<file path="config.mk">
export PLATFORM = sky130hd
export DESIGN_NAME = saaz_top
export DESIGN_NICKNAME = d
export VERILOG_FILES = /design/src/saaz_pkg.sv /design/src/saaz_stretch.sv /design/src/saaz_top.sv
export SDC_FILE = /design/constraint.sdc
export NUM_CORES = 1
export LEC_CHECK = 0
export ABC_CLOCK_PERIOD_IN_PS = 2150
export BUFFER_PORTS_ARGS = -buffer_cell sky130_fd_sc_hd__buf_2
export CORE_MARGIN = 3
export CORE_UTILIZATION = 53
export DETAILED_ROUTE_END_ITERATION = 8
export PLACE_DENSITY_LB_ADDON = 0.1
export SYNTH_ARGS = -nofsm -noshare
export SYNTH_HDL_FRONTEND = slang
export SYNTH_SLANG_ARGS = --single-unit
</file>
<file path="constraint.sdc">
create_clock -name core_clk_in -period 2.15 [get_ports core_clk_in]
set_input_delay 0 -clock core_clk_in [delete_from_list [all_inputs] [get_ports core_clk_in]]
set_output_delay 0 -clock core_clk_in [all_outputs]
set_load 0.005 [all_outputs]
</file>
<file path="src/saaz_pkg.sv">
package saaz_pkg;
  // socket register byte offsets
  localparam logic [7:0] OFF_EVENT = 8'h00;
  localparam logic [7:0] OFF_MASK = 8'h04;
  localparam logic [7:0] OFF_PRESENT = 8'h08;
  localparam logic [7:0] OFF_FORCE = 8'h0c;
  localparam logic [7:0] OFF_CONTROL = 8'h10;
  localparam logic [7:0] OFF_RSVD_LO = 8'h14;
  localparam logic [7:0] OFF_RSVD_HI = 8'h1c;
  localparam logic [7:0] OFF_PWR_MGMT = 8'h20;
  // configuration registers; only system and card control are held by this block
  localparam logic [7:0] OFF_SYS_CTRL = 8'h80;
  localparam logic [7:0] OFF_CARD_CTRL = 8'h90;
  localparam logic [7:0] OFF_LINK_CTRL = 8'h40;
  // field positions
  localparam int BIT_VID_EN = 9;
  localparam int BIT_STD_MODEL = 10;
  localparam int BIT_VID_IN_USE = 11;
  localparam int BIT_VID_SUPPORT = 27;
  localparam int BIT_OSC_EN = 27;
  // card control sits in byte 91h, i.e. bits 15:8 of word 90h
  localparam int BIT_SPKR_EN = 9;
  localparam int BIT_PWM_ROUTE = 10;
  localparam int BIT_LEGACY_VID = 14;
  // power management
  localparam logic [1:0] PSTATE_D1 = 2'h1;
  localparam logic [1:0] PSTATE_D2 = 2'h2;
  // activity hold time
  localparam int HOLD_MS = 64;
  localparam int CLK_KHZ = 25000;
  localparam int HOLD_CYCLES = HOLD_MS * CLK_KHZ;
  localparam logic [31:0] RESET_WORD = 32'h0000_0000;
endpackage

</file>
<file path="src/saaz_stretch.sv">
`timescale 1ns/1ps
// retriggerable pulse stretcher for one activity output
module saaz_stretch #(
  parameter int HOLD = saaz_pkg::HOLD_CYCLES
) (
  input wire logic core_clk_in,
  input wire logic sys_rst_in,
  input wire logic trigger_in,
  input wire logic force_off_in,
  output logic active_out
);
  logic [31:0] count;

  // restart on every trigger, count down otherwise
  always_ff @(posedge core_clk_in) begin
    if (sys_rst_in || force_off_in) begin
      count <= 32'h0;
    end else if (trigger_in) begin
      count <= 32'(HOLD);
    end else if (count != 32'h0) begin
      count <= count - 32'h1;
    end
  end

  // output high on a trigger and while count is above one
  always_ff @(posedge core_clk_in) begin
    if (sys_rst_in || force_off_in) begin
      active_out <= 1'b0;
    end else begin
      active_out <= trigger_in || (count > 32'h1);
    end
  end
endmodule

</file>
<file path="src/saaz_top.sv">
`timescale 1ns/1ps
// Summary of operation
// - standard-model indicator always reads one
// - internal oscillator runs only when enabled
// - pullup for 16-bit, pulldown for cardbus
// - speaker output is xor of audio
// - speaker output gated by enable bit
// - route pwm audio when route bit set on a cardbus card
// - socket 0 pwm wins when both routed
// - per-socket and combined activity outputs
// - activity output held high for 64 ms
// - activity only when inserted, powered, unreset
// - activity sources per card type
// - activity forced off in D1/D2, suspend or clkrun stop
// - new activity restarts the hold counter
// - socket register offset decode
// - in-use flag set when any video enabled
// - force-event bit 27 sets support flag
module saaz_top #(
  parameter int HOLD = saaz_pkg::HOLD_CYCLES
) (
  input wire logic core_clk_in,
  input wire logic sys_rst_in,
  input wire logic [7:0] reg_addr_in,
  input wire logic [31:0] reg_wdata_in,
  input wire logic reg_wr_in,
  input wire logic reg_rd_in,
  input wire logic reg_sock_in,
  output logic [31:0] reg_rdata_out,
  input wire logic [1:0] card_inserted_in,
  input wire logic [1:0] card_is_cardbus_in,
  input wire logic [1:0] card_powered_in,
  input wire logic [1:0] card_in_reset_in,
  input wire logic [1:0] card16_ready_irq_in,
  input wire logic [1:0] cb_frame_n_in,
  input wire logic [1:0] cb_irdy_n_in,
  input wire logic [1:0] cb_req_n_in,
  input wire logic [1:0] audio_bin_in,
  input wire logic [1:0] audio_pwm_in,
  input wire logic suspend_in,
  input wire logic clkrun_stop_in,
  output logic speaker_out,
  output logic pwm_audio_out,
  output logic activity_led_socket_a,
  output logic activity_led_socket_b,
  output logic activity_led_any,
  output logic internal_osc_enable,
  output logic [1:0] stschg_pullup_out,
  output logic [1:0] stschg_pulldown_out,
  output logic [1:0] video_port_enable_out
);
  logic [31:0] sys_ctrl;
  logic [31:0] card_ctrl [2];
  logic [31:0] event_mask [2];
  logic [31:0] pwr_mgmt [2];
  logic [1:0] video_port_supported;
  logic [1:0] video_port_enable;
  logic video_port_in_use;
  logic [1:0] act_trig;
  logic [1:0] act_led;
  logic [1:0] dstate [2];
  logic force_off;
  logic sel;
  logic [31:0] next_rdata;

  assign sel = reg_sock_in;

  // socket-indexed writable registers
  always_ff @(posedge core_clk_in) begin
    if (sys_rst_in) begin
      for (int i = 0; i < 2; i++) begin
        card_ctrl[i] <= saaz_pkg::RESET_WORD;
        event_mask[i] <= saaz_pkg::RESET_WORD;
        pwr_mgmt[i] <= saaz_pkg::RESET_WORD;
      end
    end else if (reg_wr_in) begin
      unique case (reg_addr_in)
        saaz_pkg::OFF_CARD_CTRL: card_ctrl[sel] <= reg_wdata_in;
        saaz_pkg::OFF_MASK: event_mask[sel] <= reg_wdata_in;
        saaz_pkg::OFF_PWR_MGMT: pwr_mgmt[sel] <= reg_wdata_in;
        default: ;
      endcase
    end
  end

  // system control, shared by both functions
  always_ff @(posedge core_clk_in) begin
    if (sys_rst_in) begin
      sys_ctrl <= saaz_pkg::RESET_WORD;
    end else if (reg_wr_in && reg_addr_in == saaz_pkg::OFF_SYS_CTRL) begin
      sys_ctrl <= reg_wdata_in;
    end
  end

  // support flags set through force-event, video enables via control
  always_ff @(posedge core_clk_in) begin
    if (sys_rst_in) begin
      video_port_supported <= 2'h0;
      video_port_enable <= 2'h0;
    end else if (reg_wr_in) begin
      if (reg_addr_in == saaz_pkg::OFF_FORCE && reg_wdata_in[saaz_pkg::BIT_VID_SUPPORT]) begin
        video_port_supported[sel] <= 1'b1;
      end
      if (reg_addr_in == saaz_pkg::OFF_CONTROL) begin
        video_port_enable[sel] <= reg_wdata_in[saaz_pkg::BIT_VID_EN];
      end
    end
  end

  // legacy card-control bit or new-model bit sets the video in-use flag
  always_comb begin
    for (int i = 0; i < 2; i++) begin
      dstate[i] = pwr_mgmt[i][1:0];
    end
    video_port_in_use = |(video_port_enable | {card_ctrl[1][saaz_pkg::BIT_LEGACY_VID],
                                               card_ctrl[0][saaz_pkg::BIT_LEGACY_VID]});
    force_off = suspend_in || clkrun_stop_in
      || dstate[0] == saaz_pkg::PSTATE_D1 || dstate[0] == saaz_pkg::PSTATE_D2
      || dstate[1] == saaz_pkg::PSTATE_D1 || dstate[1] == saaz_pkg::PSTATE_D2;
  end

  // read mux
  always_comb begin
    next_rdata = 32'h0;
    unique case (reg_addr_in)
      saaz_pkg::OFF_EVENT: next_rdata = 32'h0;
      saaz_pkg::OFF_MASK: next_rdata = event_mask[sel];
      saaz_pkg::OFF_PRESENT: begin
        next_rdata[saaz_pkg::BIT_VID_SUPPORT] = video_port_supported[sel];
        next_rdata[0] = card_inserted_in[sel];
      end
      saaz_pkg::OFF_CONTROL: begin
        next_rdata[saaz_pkg::BIT_VID_EN] = video_port_enable[sel];
        next_rdata[saaz_pkg::BIT_STD_MODEL] = 1'b1;
        next_rdata[saaz_pkg::BIT_VID_IN_USE] = video_port_in_use;
      end
      saaz_pkg::OFF_PWR_MGMT: next_rdata = pwr_mgmt[sel];
      saaz_pkg::OFF_SYS_CTRL: next_rdata = sys_ctrl;
      saaz_pkg::OFF_CARD_CTRL: next_rdata = card_ctrl[sel];
      default: next_rdata = 32'h0; // reserved 14h-1ch and unmapped read zero
    endcase
  end

  // read data valid the cycle after the strobe only
  always_ff @(posedge core_clk_in) begin
    if (sys_rst_in || !reg_rd_in) begin
      reg_rdata_out <= 32'h0;
    end else begin
      reg_rdata_out <= next_rdata;
    end
  end

  // activity detect per socket
  for (genvar s = 0; s < 2; s++) begin : g_sock
    always_comb begin
      act_trig[s] = card_inserted_in[s] && card_powered_in[s] && !card_in_reset_in[s]
        && (card_is_cardbus_in[s]
            ? (!cb_frame_n_in[s] || !cb_irdy_n_in[s] || !cb_req_n_in[s])
            : !card16_ready_irq_in[s]);
    end
    saaz_stretch #(.HOLD(HOLD)) u_stretch (
      .core_clk_in(core_clk_in),
      .sys_rst_in(sys_rst_in),
      .trigger_in(act_trig[s]),
      .force_off_in(force_off),
      .active_out(act_led[s])
    );
  end

  // registered activity outputs
  always_ff @(posedge core_clk_in) begin
    if (sys_rst_in) begin
      activity_led_socket_a <= 1'b0;
      activity_led_socket_b <= 1'b0;
      activity_led_any <= 1'b0;
    end else begin
      activity_led_socket_a <= act_led[0];
      activity_led_socket_b <= act_led[1];
      activity_led_any <= |act_led;
    end
  end

  // audio outputs
  always_ff @(posedge core_clk_in) begin
    if (sys_rst_in) begin
      speaker_out <= 1'b0;
      pwm_audio_out <= 1'b0;
    end else begin
      speaker_out <= (audio_bin_in[0] ^ audio_bin_in[1])
        && (card_ctrl[0][saaz_pkg::BIT_SPKR_EN] || card_ctrl[1][saaz_pkg::BIT_SPKR_EN]);
      if (card_ctrl[0][saaz_pkg::BIT_PWM_ROUTE] && card_is_cardbus_in[0]) begin
        pwm_audio_out <= audio_pwm_in[0];
      end else if (card_ctrl[1][saaz_pkg::BIT_PWM_ROUTE] && card_is_cardbus_in[1]) begin
        pwm_audio_out <= audio_pwm_in[1];
      end else begin
        pwm_audio_out <= 1'b0;
      end
    end
  end

  // oscillator enable, status pull selection, video enables
  always_ff @(posedge core_clk_in) begin
    if (sys_rst_in) begin
      internal_osc_enable <= 1'b0;
      stschg_pullup_out <= 2'h0;
      stschg_pulldown_out <= 2'h0;
      video_port_enable_out <= 2'h0;
    end else begin
      internal_osc_enable <= sys_ctrl[saaz_pkg::BIT_OSC_EN];
      stschg_pullup_out <= card_inserted_in & ~card_is_cardbus_in;
      stschg_pulldown_out <= card_inserted_in & card_is_cardbus_in;
      video_port_enable_out <= video_port_enable;
    end
  end
endmodule

</file>
; After elaboration in Yosys (flattened, before gate mapping)
; Memories as Yosys holds them, arrays and structs flattened.
; Index checks and enable logic that the tools add are counted.
[totals]
register_bits = 146
ram_bits = 192
input_bits = 67
output_inout_bits = 44
word_cells = 141
mem_count = 3
[memory_table]
columns = memory, depth, width, rd, rd_ports_with_merged_regs, wr, line_no
row1 = card_ctrl, 2, 32, 3, 0, 2, saaz_top.sv:53  ; logic [31:0] card_ctrl [2];
row2 = event_mask, 2, 32, 1, 0, 2, saaz_top.sv:54  ; logic [31:0] event_mask [2];
row3 = pwr_mgmt, 2, 32, 3, 0, 2, saaz_top.sv:55  ; logic [31:0] pwr_mgmt [2];
[op_classes]
addsub = 2
n_lt_le_gt_ge = 4
eq_ne = 11
mux = 46
bitwise_logic = 6
reduce_logical = 50
[op_table]
columns = op, n
row1 = $mux W32, 3
row2 = $reduce_or A32 Y1, 3
row3 = $mux W21, 4
row4 = $gt A32 B1 Y1 const B, 2
row5 = $reduce_bool A32 Y1, 2
row6 = $sub A32 B1 Y32 const B, 2
row7 = $pmux W15 S4, 1
row8 = $pmux W8 S4, 1
row9 = $mux W1, 31
row10 = $eq A8 B4 Y1 const B, 2
row11 = $eq A8 B8 Y1 const B, 2
row12 = $pmux W4 S4, 1
row13 = $pmux W3 S5, 1
row14 = $logic_or A1 B1 Y1, 14
row15 = $logic_and A1 B1 Y1, 12
row16 = $logic_not A1 Y1, 11
row17 = $pmux W1 S5, 2
row18 = $eq A8 B3 Y1 const B, 1
row19 = $eq A8 B5 Y1 const B, 1
row20 = $eq A8 B6 Y1 const B, 1
row21 = $reduce_or A2 Y1, 4
row22 = $and A2 B2 Y2, 2
row23 = $eq A2 B1 Y1 const B, 2
row24 = $eq A2 B2 Y1 const B, 2
row25 = other kinds (9), 12

; Longest topological paths before layout
; Gate-level depths: netlist of the first run.
; An unclocked memory read counts as a cell.
[depth]
word_depth = 8
depth_mapped = 8
ltp_nobuf = 7

; Hierarchy
; Synthesis of the first run repeated with hierarchy kept, for this count alone.
[hier_totals]
cells_unflattened = 1343
area_unflattened_um2 = 15338.5
[by_module_without_submodules]
columns = mod, instances, cells_per_inst, area_each_um2, seq_area_each_um2
row1 = saaz_top, 1, 911, 11705.0, 7367.1
row2 = saaz_stretch, 2, 216, 1816.7, 660.6

; Worst setup path before layout of the first run
; Ideal clock, no wire load.
[synth_timing]
kind = reg2reg
start = reg g_sock[1].u_stretch.count[7]
end = reg g_sock[1].u_stretch.count[28]
setup_time_ns = 0.070
arrival_ns = 2.309
required_time_ns = 2.080
path_slack_ns = -0.230
path_stages_with_launch = 8
n_path_buf = 2
period_less_slack_ns = 2.380
cell_sequence = dfxtp_1 > or4_4 > buf_6 > or3_4 > or3_1 > clkbuf_2 > or4_1 > a21oi_1
[synth_between]
elab_chain_len = 1
elab_cells_between_ends = 2
classes_between = add/sub (1) / reduce/logical (1)
[synth_lines]
columns = element, line_no
row1 = "start, declared", saaz_stretch.sv:12  ; logic [31:0] count;
row2 = "start signal, assigned", saaz_stretch.sv:19  ; count <= 32'(HOLD);
row3 = "start signal, assigned", saaz_stretch.sv:21  ; count <= count - 32'h1;
row4 = $sub A32 B1 Y32 or $reduce_bool A32 Y1 (tied branches), "saaz_stretch.sv:21, saaz_stretch.sv:20"
; Parallel ways exist; a longest one is shown, timed or not.
; A chain may end at the register's enable or synchronous reset.

; Worst setup path after layout of the first run
[layout_timing]
start = reg g_sock[1].u_stretch.count[13]
end = reg g_sock[1].u_stretch.count[30]
; Same word-level chain as after synthesis.

==> metrics.md, run 1 <==
| Metric | Value |
|---|---|
| CTS Buf Count | 37 |
| Worst setup SP type | flip-flop |
| Yosys top cell by area | edfxtp_1 |
| CP Capture Type | flip-flop |
| Synth area leaders | edfxtp_1 39%, dfxtp_1 20%, and2_1 8.2% |
| Mapped Nets | about 1,400 |
| Most frequent cell after synthesis | and2_1 |
| First-pass GRT wire length | between 60 and 70 mm |
| Die Width | 173.0 um |
| Vias | 11,160 |
| Worst hold margin | about 0.037 ns |
| I/O pin total | ~110 |
| Worst-path cell chain | or4_4 > or3_4 > or3_4 > buf_4 > o31ai_1 > a21oi_1 |
| Sink Count | between 300 and 400 |
| Remaining global-route overflow | 0 |
| Period Utilization, post-route | 102.4% |
| Clk_skew | around 0.022 ns |
| GPL Wtd Cong | 0.8882 |
| Predominant post-synthesis flop cell | edfxtp_1 |
| Share of cells above drive strength 1 | between 20% and 30% |
| RSZ-0062 raised after global routing | true |
| Maximum net fanout on the critical path | 5 |
| Slew at the pin closest to its max-slew limit | about 0.48 ns |
| Fin nets | between 1,500 and 2,000 |
| Commonest cells post-synth | 194 x and2_1, 192 x edfxtp_1, 146 x dfxtp_1, 119 x a21oi_1, 111 x nand2_1 |
| Top-area cell type share of the netlist area | approximately 40% |
| Total die area | ~0.030 mm2 |
| Initial Util | 54.37% |
| H-Tree Depth | 2 |
| Clk slew on worst S/H paths | ~0.06 ns |
| Total Routing Usage GR | around a quarter |
| VDD IR-drop max | 0.0008106 V |
| Total wire length | roughly 38 mm |
| CTS Root Cell | clkbuf_16 |
| CTS tree | done |
| Cells after Synth | roughly 1,300 |
| Routed Antenna Nets | 0 |
| FFs w/ async S/R, synth | 0% |
| Period minus WS final | 2.201 ns |
| Hold Startpoint | cb_irdy_n_in[0] |
| Core area | approximately 0.027 mm2 |
| Slew Limit Headroom | approximately two thirds |
| Leak Pwr | ~7.1 nW |
| Final setup vio count | 4 |
| Crit path from | g_sock[1].u_stretch.count[13] |
| Synthesis-to-layout area growth | 24.11% |
| Initial antenna violation count | 0 |
| F_max | between 400 and 500 MHz |
| Number of synthesized register bits | about 340 |
| Residual DRC | 0 |
| Post-DR vias/cell | between 5 and 6 |
| Die Ht | 173.0 um |
| Crit path DAT | about 2.6 ns |
| # rows | 60 |
| Avg WL per Cell | around 19 um |
| Max-Cap Viols | 0 |
| Yosys cell types | 55 |
| Critical-path top delay cell | or4_4 |
| Pwr per Cell Area | between 700 and 800 mW/mm2 |
| Run status | finished with violations |
| Diodes inserted | 0 |
| Crit path largest cell delay | ~0.53 ns |
| Avg Inst Size Synth | roughly 11 um2 |
| WP data required | 2.53 ns |
| Clock latency on the worst-skew pair | ~0.52 ns |
| DRT iter0 DRCs | just over 900 |
| Worst setup path class | flip-flop to flip-flop |
| Warnings from Yosys | 0 |
| Number of synthesized flops with an enable pin | 192 |
| Pre-antenna DRT Iters | 5 |
| Sequential fraction of the synthesis area | about three fifths |
| Hold Crit Class | input port to flip-flop |
| Max-slew violation count | 0 |
| Vias in the first global route | about 11,000 |
| Final worst slack | -0.05094 ns |
| Detailed placement HPWL | around 23 mm |
| Failing checks | setup timing |
| Crit path top cell by count | or3_4 |
| Pin count of the biggest net entering global routing | 33 |
| Port bufs | 110 |
| Bufs and invs on worst path | 1 |
| Max Root-Sink Buffers | 3 |
| Final hold violations | 0 |
| Pwr Total | 14.46 mW |
| Crit Reg-Reg Startpoint | g_sock[1].u_stretch.count[13] |
| Post-Synthesis Cell Area | 0.01478 mm2 |
| Delay-heaviest family, CP | simple AND/OR/NAND/NOR gates |
==> flip-flops by register name (all words and copies together) (netlist names) <==
| signal | flops |
|---|---|
| reg_rdata_out | 32 |
| video_port_enable | 2 |
| g_sock.u_stretch.active_out | 2 |
| internal_osc_enable | 1 |
| activity_led_socket_b | 1 |
| activity_led_any | 1 |
| event_mask | 64 |
| stschg_pullup_out | 2 |
| stschg_pulldown_out | 2 |
| card_ctrl | 64 |
| speaker_out | 1 |
| pwr_mgmt | 64 |
| video_port_supported | 2 |
| pwm_audio_out | 1 |
| sys_ctrl | 32 |
| video_port_enable_out | 2 |
| activity_led_socket_a | 1 |
| g_sock.u_stretch.count | 64 |
==> final cells by class <==
class,instances,area [um2]
Fill cell,2071,8838
Multi-Input combinational cell,905,5866
Sequential cell,338,8693
Tap cell,372,465.4
Inverter,10,37.54
Clock inverter,20,211.5
Clock buffer,47,1046
Timing Repair Buffer,269,2018
==> layout by cell type, fill, tap and decap left out, types with 6 or more instances in the layout <==
master,Yosys,routed
nor2_2,0,6
or4_4,1,9
edfxtp_1,192,192
clkbuf_16,0,40
buf_4,0,94
o21ai_0,24,22
dlygate4sd3_1,0,55
nor2b_1,8,8
or3_1,23,22
or4_1,33,25
nand2b_1,7,6
xnor2_1,7,7
ha_1,6,6
buf_12,0,9
inv_1,10,10
or2_2,13,13
a21oi_1,119,116
o31ai_1,18,18
clkinv_2,0,10
nor2_1,66,60
mux2i_1,71,71
o211ai_1,8,8
xor2_1,17,17
and2_1,194,194
o22ai_1,30,30
a31oi_1,8,8
buf_2,2,109
nand3_1,14,12
dfxtp_1,146,142
mux2_2,31,31
nand4b_1,6,6
nand2_1,111,110
nand4_1,11,11
nor3_1,17,15
nor4_1,14,12
==> path summary, 6_finish.rpt <==
check	end	slack [ns]	cells after the start
worst max-delay path	g_sock[1].u_stretch.count[30]	-0.05	6
worst min-delay path	g_sock[0].u_stretch.count[20]	0.04	5
worst max register to register	g_sock[1].u_stretch.count[30]	-0.05	6
worst min register to register	sys_ctrl[14]	0.45	2
==> report_power, final <==
group	switching, mW	total (mW)	internal [mW]	leakage (nW)
Combinational	0.498	0.939	0.441	3.49
Sequential	0.0569	7.07	7.01	3.00
Clock	2.52	6.46	3.94	0.627
Total	3.07	14.5	11.4	7.12
==> metrics by stage <==
stage / std cells / instance area, um2 / setup WS, ns / utilization (%) / setup TNS, ns
after floorplan: 1332 / 14780 / -0.1650 / - / -0.4209
after global placement: 1831 / 16330 / -0.07614 / 60.11 / -0.1707
after detailed placement: 1831 / 16330 / -0.07488 / 60.11 / -0.4098
after CTS: 1954 / 18190 / -0.02134 / 66.94 / -0.05663
after global routing: 1961 / 18340 / -0.1041 / 67.48 / -1.289
final: 1961 / 18340 / -0.05094 / 67.48 / -0.1168
==> worst min-delay path, stage by stage <==
cell	delay, ns
buf_2	0.07
nand4_1	0.06
o2111ai_1	0.10
buf_4	0.18
a21oi_1	0.08
==> cell families (layout without fill, tap and decap cells) <==
kind of cell	Yosys count	in the layout	share of synthesized area [%]
xor+xnor	24	24	1.423
simple gates	542	542	20.59
flops	338	338	58.80
mux	102	102	7.172
compound gates	231	231	9.154
fa+ha+maj	6	6	0.5081
buf+inv	89	346	2.346
==> layer usage <==
layer | part of all wire, % | GRT usage, % | wire length [um] | up-vias
li1 | - | - | - | 5295
met1 | 42 | 31.73 | 15740 | 5461
met2 | 50 | 44.05 | 18990 | 326
met3 | 5.8 | 3.887 | 2179 | 74
met4 | 2.4 | 8.007 | 926 | 0
met5 | 0 | 0 | 0 | -
==> repair_timing <==
action	4_1_cts	5_1_grt
setup endpoints to repair	13	46
gates resized for setup	9	21
setup buffers	1	6
pin swaps	2	3
hold buffers	55	0
hold endpoints to repair	245	0
gates cloned	0	1
Power figures use the tool's default switching activity.
==> run 2, diff against run 1 <==
--- a/config.mk
+++ b/config.mk
@@ -5,12 +5,14 @@
 export SDC_FILE = /design/constraint.sdc
 export NUM_CORES = 1
 export LEC_CHECK = 0
+export ABC_AREA = 1
 export ABC_CLOCK_PERIOD_IN_PS = 2150
 export BUFFER_PORTS_ARGS = -buffer_cell sky130_fd_sc_hd__buf_2
 export CORE_MARGIN = 3
 export CORE_UTILIZATION = 53
 export DETAILED_ROUTE_END_ITERATION = 8
 export PLACE_DENSITY_LB_ADDON = 0.1
+export REMOVE_ABC_BUFFERS = 1
 export SYNTH_ARGS = -nofsm -noshare
 export SYNTH_HDL_FRONTEND = slang
 export SYNTH_SLANG_ARGS = --single-unit
==> run 2 against run 1 <==
Effect of this change:
- the run now ends clean
- sequential power is 2% higher
- routed wire length rose by 5.5%
- hold slack got worse by 0.012 ns
- setup slack better by 0.16 ns
- flip-flop and latch count is the same
- combinational power grew to 4.9 times the previous value
- critical path type is now input port to flip-flop
- largest cell class unchanged
==> metrics.md, run 2 <==
| Metric | Value |
|---|---|
| Die Ht | around 180 um |
| Crit path DAT | between 2 and 3 ns |
| Routed Antenna Nets | 0 |
| Register area | between 0.008 and 0.009 mm2 |
| Combinational group share of total power | 25.6% |
| Final core occ | between 60% and 70% |
| Vias in the first global route | about 12,000 |
| Post-CTS Setup Inserts | 0 |
| Die Width | 176.3 um |
| VDD IR-drop max | around 0.00078 V |
| Top-area cell type share of the netlist area | between 30% and 40% |
| Synthesis-to-layout area growth | 18.16% |
| Sink Count | ~340 |
| Worst-path cell chain | dlygate4sd3_1 > buf_2 > inv_1 > buf_4 > buf_4 > nand2_1 > a21oi_1 > dlygate4sd3_1 |
| Clock latency on the worst-skew pair | between 0.5 and 0.6 ns |
| Final worst slack | 0.1103 ns |
| Run status | complete, no violations |
| Post-DR vias/cell | slightly above 5 |
| # rows | between 60 and 70 |
| I/O pin total | between 100 and 150 |
| Crit Reg-Reg Startpoint | pwr_mgmt[0][0] |
| Total wire length | ~40 mm |
| Total die area | 0.03109 mm2 |
| Post-Synthesis Cell Area | about 0.015 mm2 |
| Crit path from | sys_rst_in |
| Register-to-Register Path Depth | 7 |
| Max Root-Sink Buffers | 3 |
| CTS Root Cell | clkbuf_16 |
| First-pass GRT wire length | approximately 64 mm |
| Sw Share | 30.90% |
| Commonest non-fill, non-tap cell in the layout | nand2_1 |
| Number of synthesized flops with an enable pin | between 150 and 200 |
| Predominant post-synthesis flop cell | edfxtp_1 |
| Pre-CTS WS | 0.3725 ns |
| Worst Hold Path Cells | 4 |
| Clk slew on worst S/H paths | around 0.06 ns |
| Hold Startpoint | cb_irdy_n_in[0] |
| Bufs and invs on worst path | 6 |
| Slew Limit Headroom | a little over half |
| Slew at the pin closest to its max-slew limit | a little under 0.7 ns |
| FFs w/ async S/R, synth | 0% |
| Pre-antenna DRT Iters | 5 |
| CP Capture Type | flip-flop |
| Total Routing Usage GR | between 20% and 30% |
| Levels on crit path | 8 |
| CTS tree | done |
| Share of cells above drive strength 1 | about 11% |
| GPL Wtd Cong | roughly 0.91 |
| Internal | 12.44 mW |
| Maximum net fanout on the critical path | 15 |
| Area occupied by multi-input gates | 0.005749 mm2 |
| CP endpoint | reg_rdata_out[27] |
| Worst R2R Setup Slack | between 0.3 and 0.4 ns |
| Most frequent cell after synthesis | nand2_1 |
| Critical-path top delay cell | dlygate4sd3_1 |
| Remaining global-route overflow | 0 |
| Port bufs | between 100 and 150 |
| Sequential fraction of the synthesis area | a little under three fifths |
| Fin nets | around 2,100 |
| WP data required | between 2 and 3 ns |
| Delay-heaviest family, CP | buffers and inverters |
| Initial Util | between 50% and 60% |
| Vias | between 10,000 and 15,000 |
| Leak Pwr | a little over 8 nW |
| H-Tree Depth | 2 |
| # fillers | 2,416 |
| Initial antenna violation count | 0 |
| F_max | around 490 MHz |
| Yosys top cell by area | edfxtp_1 |
| Pwr per Cell Area | about 990 mW/mm2 |
| CTS Buf Count | 37 |
| Clock share of power | between 30% and 40% |
| Crit path largest cell delay | between 0.5 and 0.6 ns |
| Avg Inst Size Synth | between 8 and 9 um2 |
| Max-slew violation count | 0 |
| Synth area leaders | edfxtp_1 37%, dfxtp_1 19%, nand2_1 14% |
| Commonest cells post-synth | 555 x nand2_1, 438 x nor2_1, 192 x edfxtp_1, 146 x dfxtp_1, 139 x inv_1 |
| Clk_skew | 0.009128 ns |
| Period minus WS final | 2.040 ns |
| Yosys cell types | 37 |
| Warnings from Yosys | 0 |
| Worst setup SP type | input port |
| Net switching power | between 5 and 6 mW |
| Detailed placement HPWL | roughly 25 mm |
| Number of synthesized register bits | between 300 and 400 |
| Most frequent cells in the layout | 553 x nand2_1, 438 x nor2_1, 192 x edfxtp_1 |
| Residual DRC | 0 |
| Diodes inserted | 0 |
| Core area | around 0.028 mm2 |
| Max-Cap Viols | 0 |
| Final setup vio count | 0 |
| Worst setup path class | input port to flip-flop |
| Share of total power in sequential cells | between 40% and 50% |
| Cells after Synth | ~1,900 |
| Avg WL per Cell | ~16 um |
| Period Utilization, post-route | ~95% |
| Pin count of the biggest net entering global routing | 86 |
| RSZ-0062 raised after global routing | false |
| DRT iter0 DRCs | roughly 1,000 |
| Hold Crit Class | input port to flip-flop |
| Pwr Total | roughly 18 mW |
| Final hold violations | 0 |
| Worst reg2reg endpoint | g_sock[0].u_stretch.count[4] |
run 2: cell count changes in the layout (fill, tap and decap cells not counted), moves of 45 or more:
cell     before  now
nand2_1     110  553
nor2_1       60  438
and2_1      194    6
inv_1        10  138
buf_4        94   30
nand3_1      12   69
a21oi_1     116   67
mux2i_1      71   26
o21ai_0      22   67
run 2: layout make-up:
type	count	share of cell area [%]
Timing Repair Buffer	205	8.319
Sequential cell	338	47.82
Tap cell	378	2.603
Multi-Input combinational cell	1318	31.64
Clock buffer	56	6.060
Clock inverter	12	0.4752
Inverter	149	3.078
run 2: worst min path at each step:
stage                               endpoint  slack (ns)
2_1_floorplan               activity_led_any        0.07
3_3_place_gp            stschg_pullup_out[0]        0.20
3_5_place_dp            stschg_pullup_out[0]        0.20
4_1_cts                    reg_rdata_out[11]       0.005
5_1_grt        g_sock[0].u_stretch.count[20]        0.02
6_report        g_sock[0].u_stretch.count[9]        0.02
run 2: kinds of logic (layout without fill, tap and decap cells):
| logic type | count (synthesis) | after routing | share of synthesized area (%) |
|---|---|---|---|
| mux | 26 | 26 | 1.693 |
| xor+xnor | 22 | 22 | 1.253 |
| compound gates | 151 | 151 | 5.037 |
| fa+ha+maj | 6 | 6 | 0.4882 |
| simple gates | 1113 | 1113 | 28.89 |
| flops | 338 | 338 | 56.51 |
| buf+inv | 223 | 422 | 6.136 |
run 2: metal layers:
metal / wire [um] / global-route usage [%] / up-vias
met5: 0 / 0 / -
met4: 900 / 8.479 / 0
met3: 2890 / 3.935 / 62
met2: 18260 / 42.11 / 454
met1: 17860 / 36.23 / 5883
li1: - / - / 6317
run 2: stage by stage:
step | TNS, ns | instances | area (um2) | hold slack [ns]
after detailed placement | 0 | 2330 | 16400 | 0.2022
after CTS | 0 | 2456 | 18170 | 0.005078
after global placement | 0 | 2330 | 16400 | 0.2033
after floorplan | -161.40 | 1805 | 14990 | 0.06907
final | 0 | 2456 | 18170 | 0.02488
after global routing | 0 | 2456 | 18170 | 0.01819
run 2: power by group through the flow:
stage	logic, mW	registers (mW)	clock network, mW
floorplan	3.24	7.31	0
global placement	4.46	7.33	0
detailed placement	4.51	7.34	0
CTS	4.61	7.20	6.31
global route	5.28	7.23	6.57
finish	4.60	7.20	6.20
run 2: what timing repair did:
action	CTS	global route
resized for setup	0	0
hold buffers	58	0
hold endpoints to repair	255	0
run 2: worst reg2reg max path, stage by stage, from the launching register on:
cell	delay, ns
edfxtp_1	0.41
inv_1	0.10
o21ai_1	0.07
nor3_1	0.19
nand3_2	0.29
nor2_2	0.27
inv_2	0.23
a21oi_1	0.19
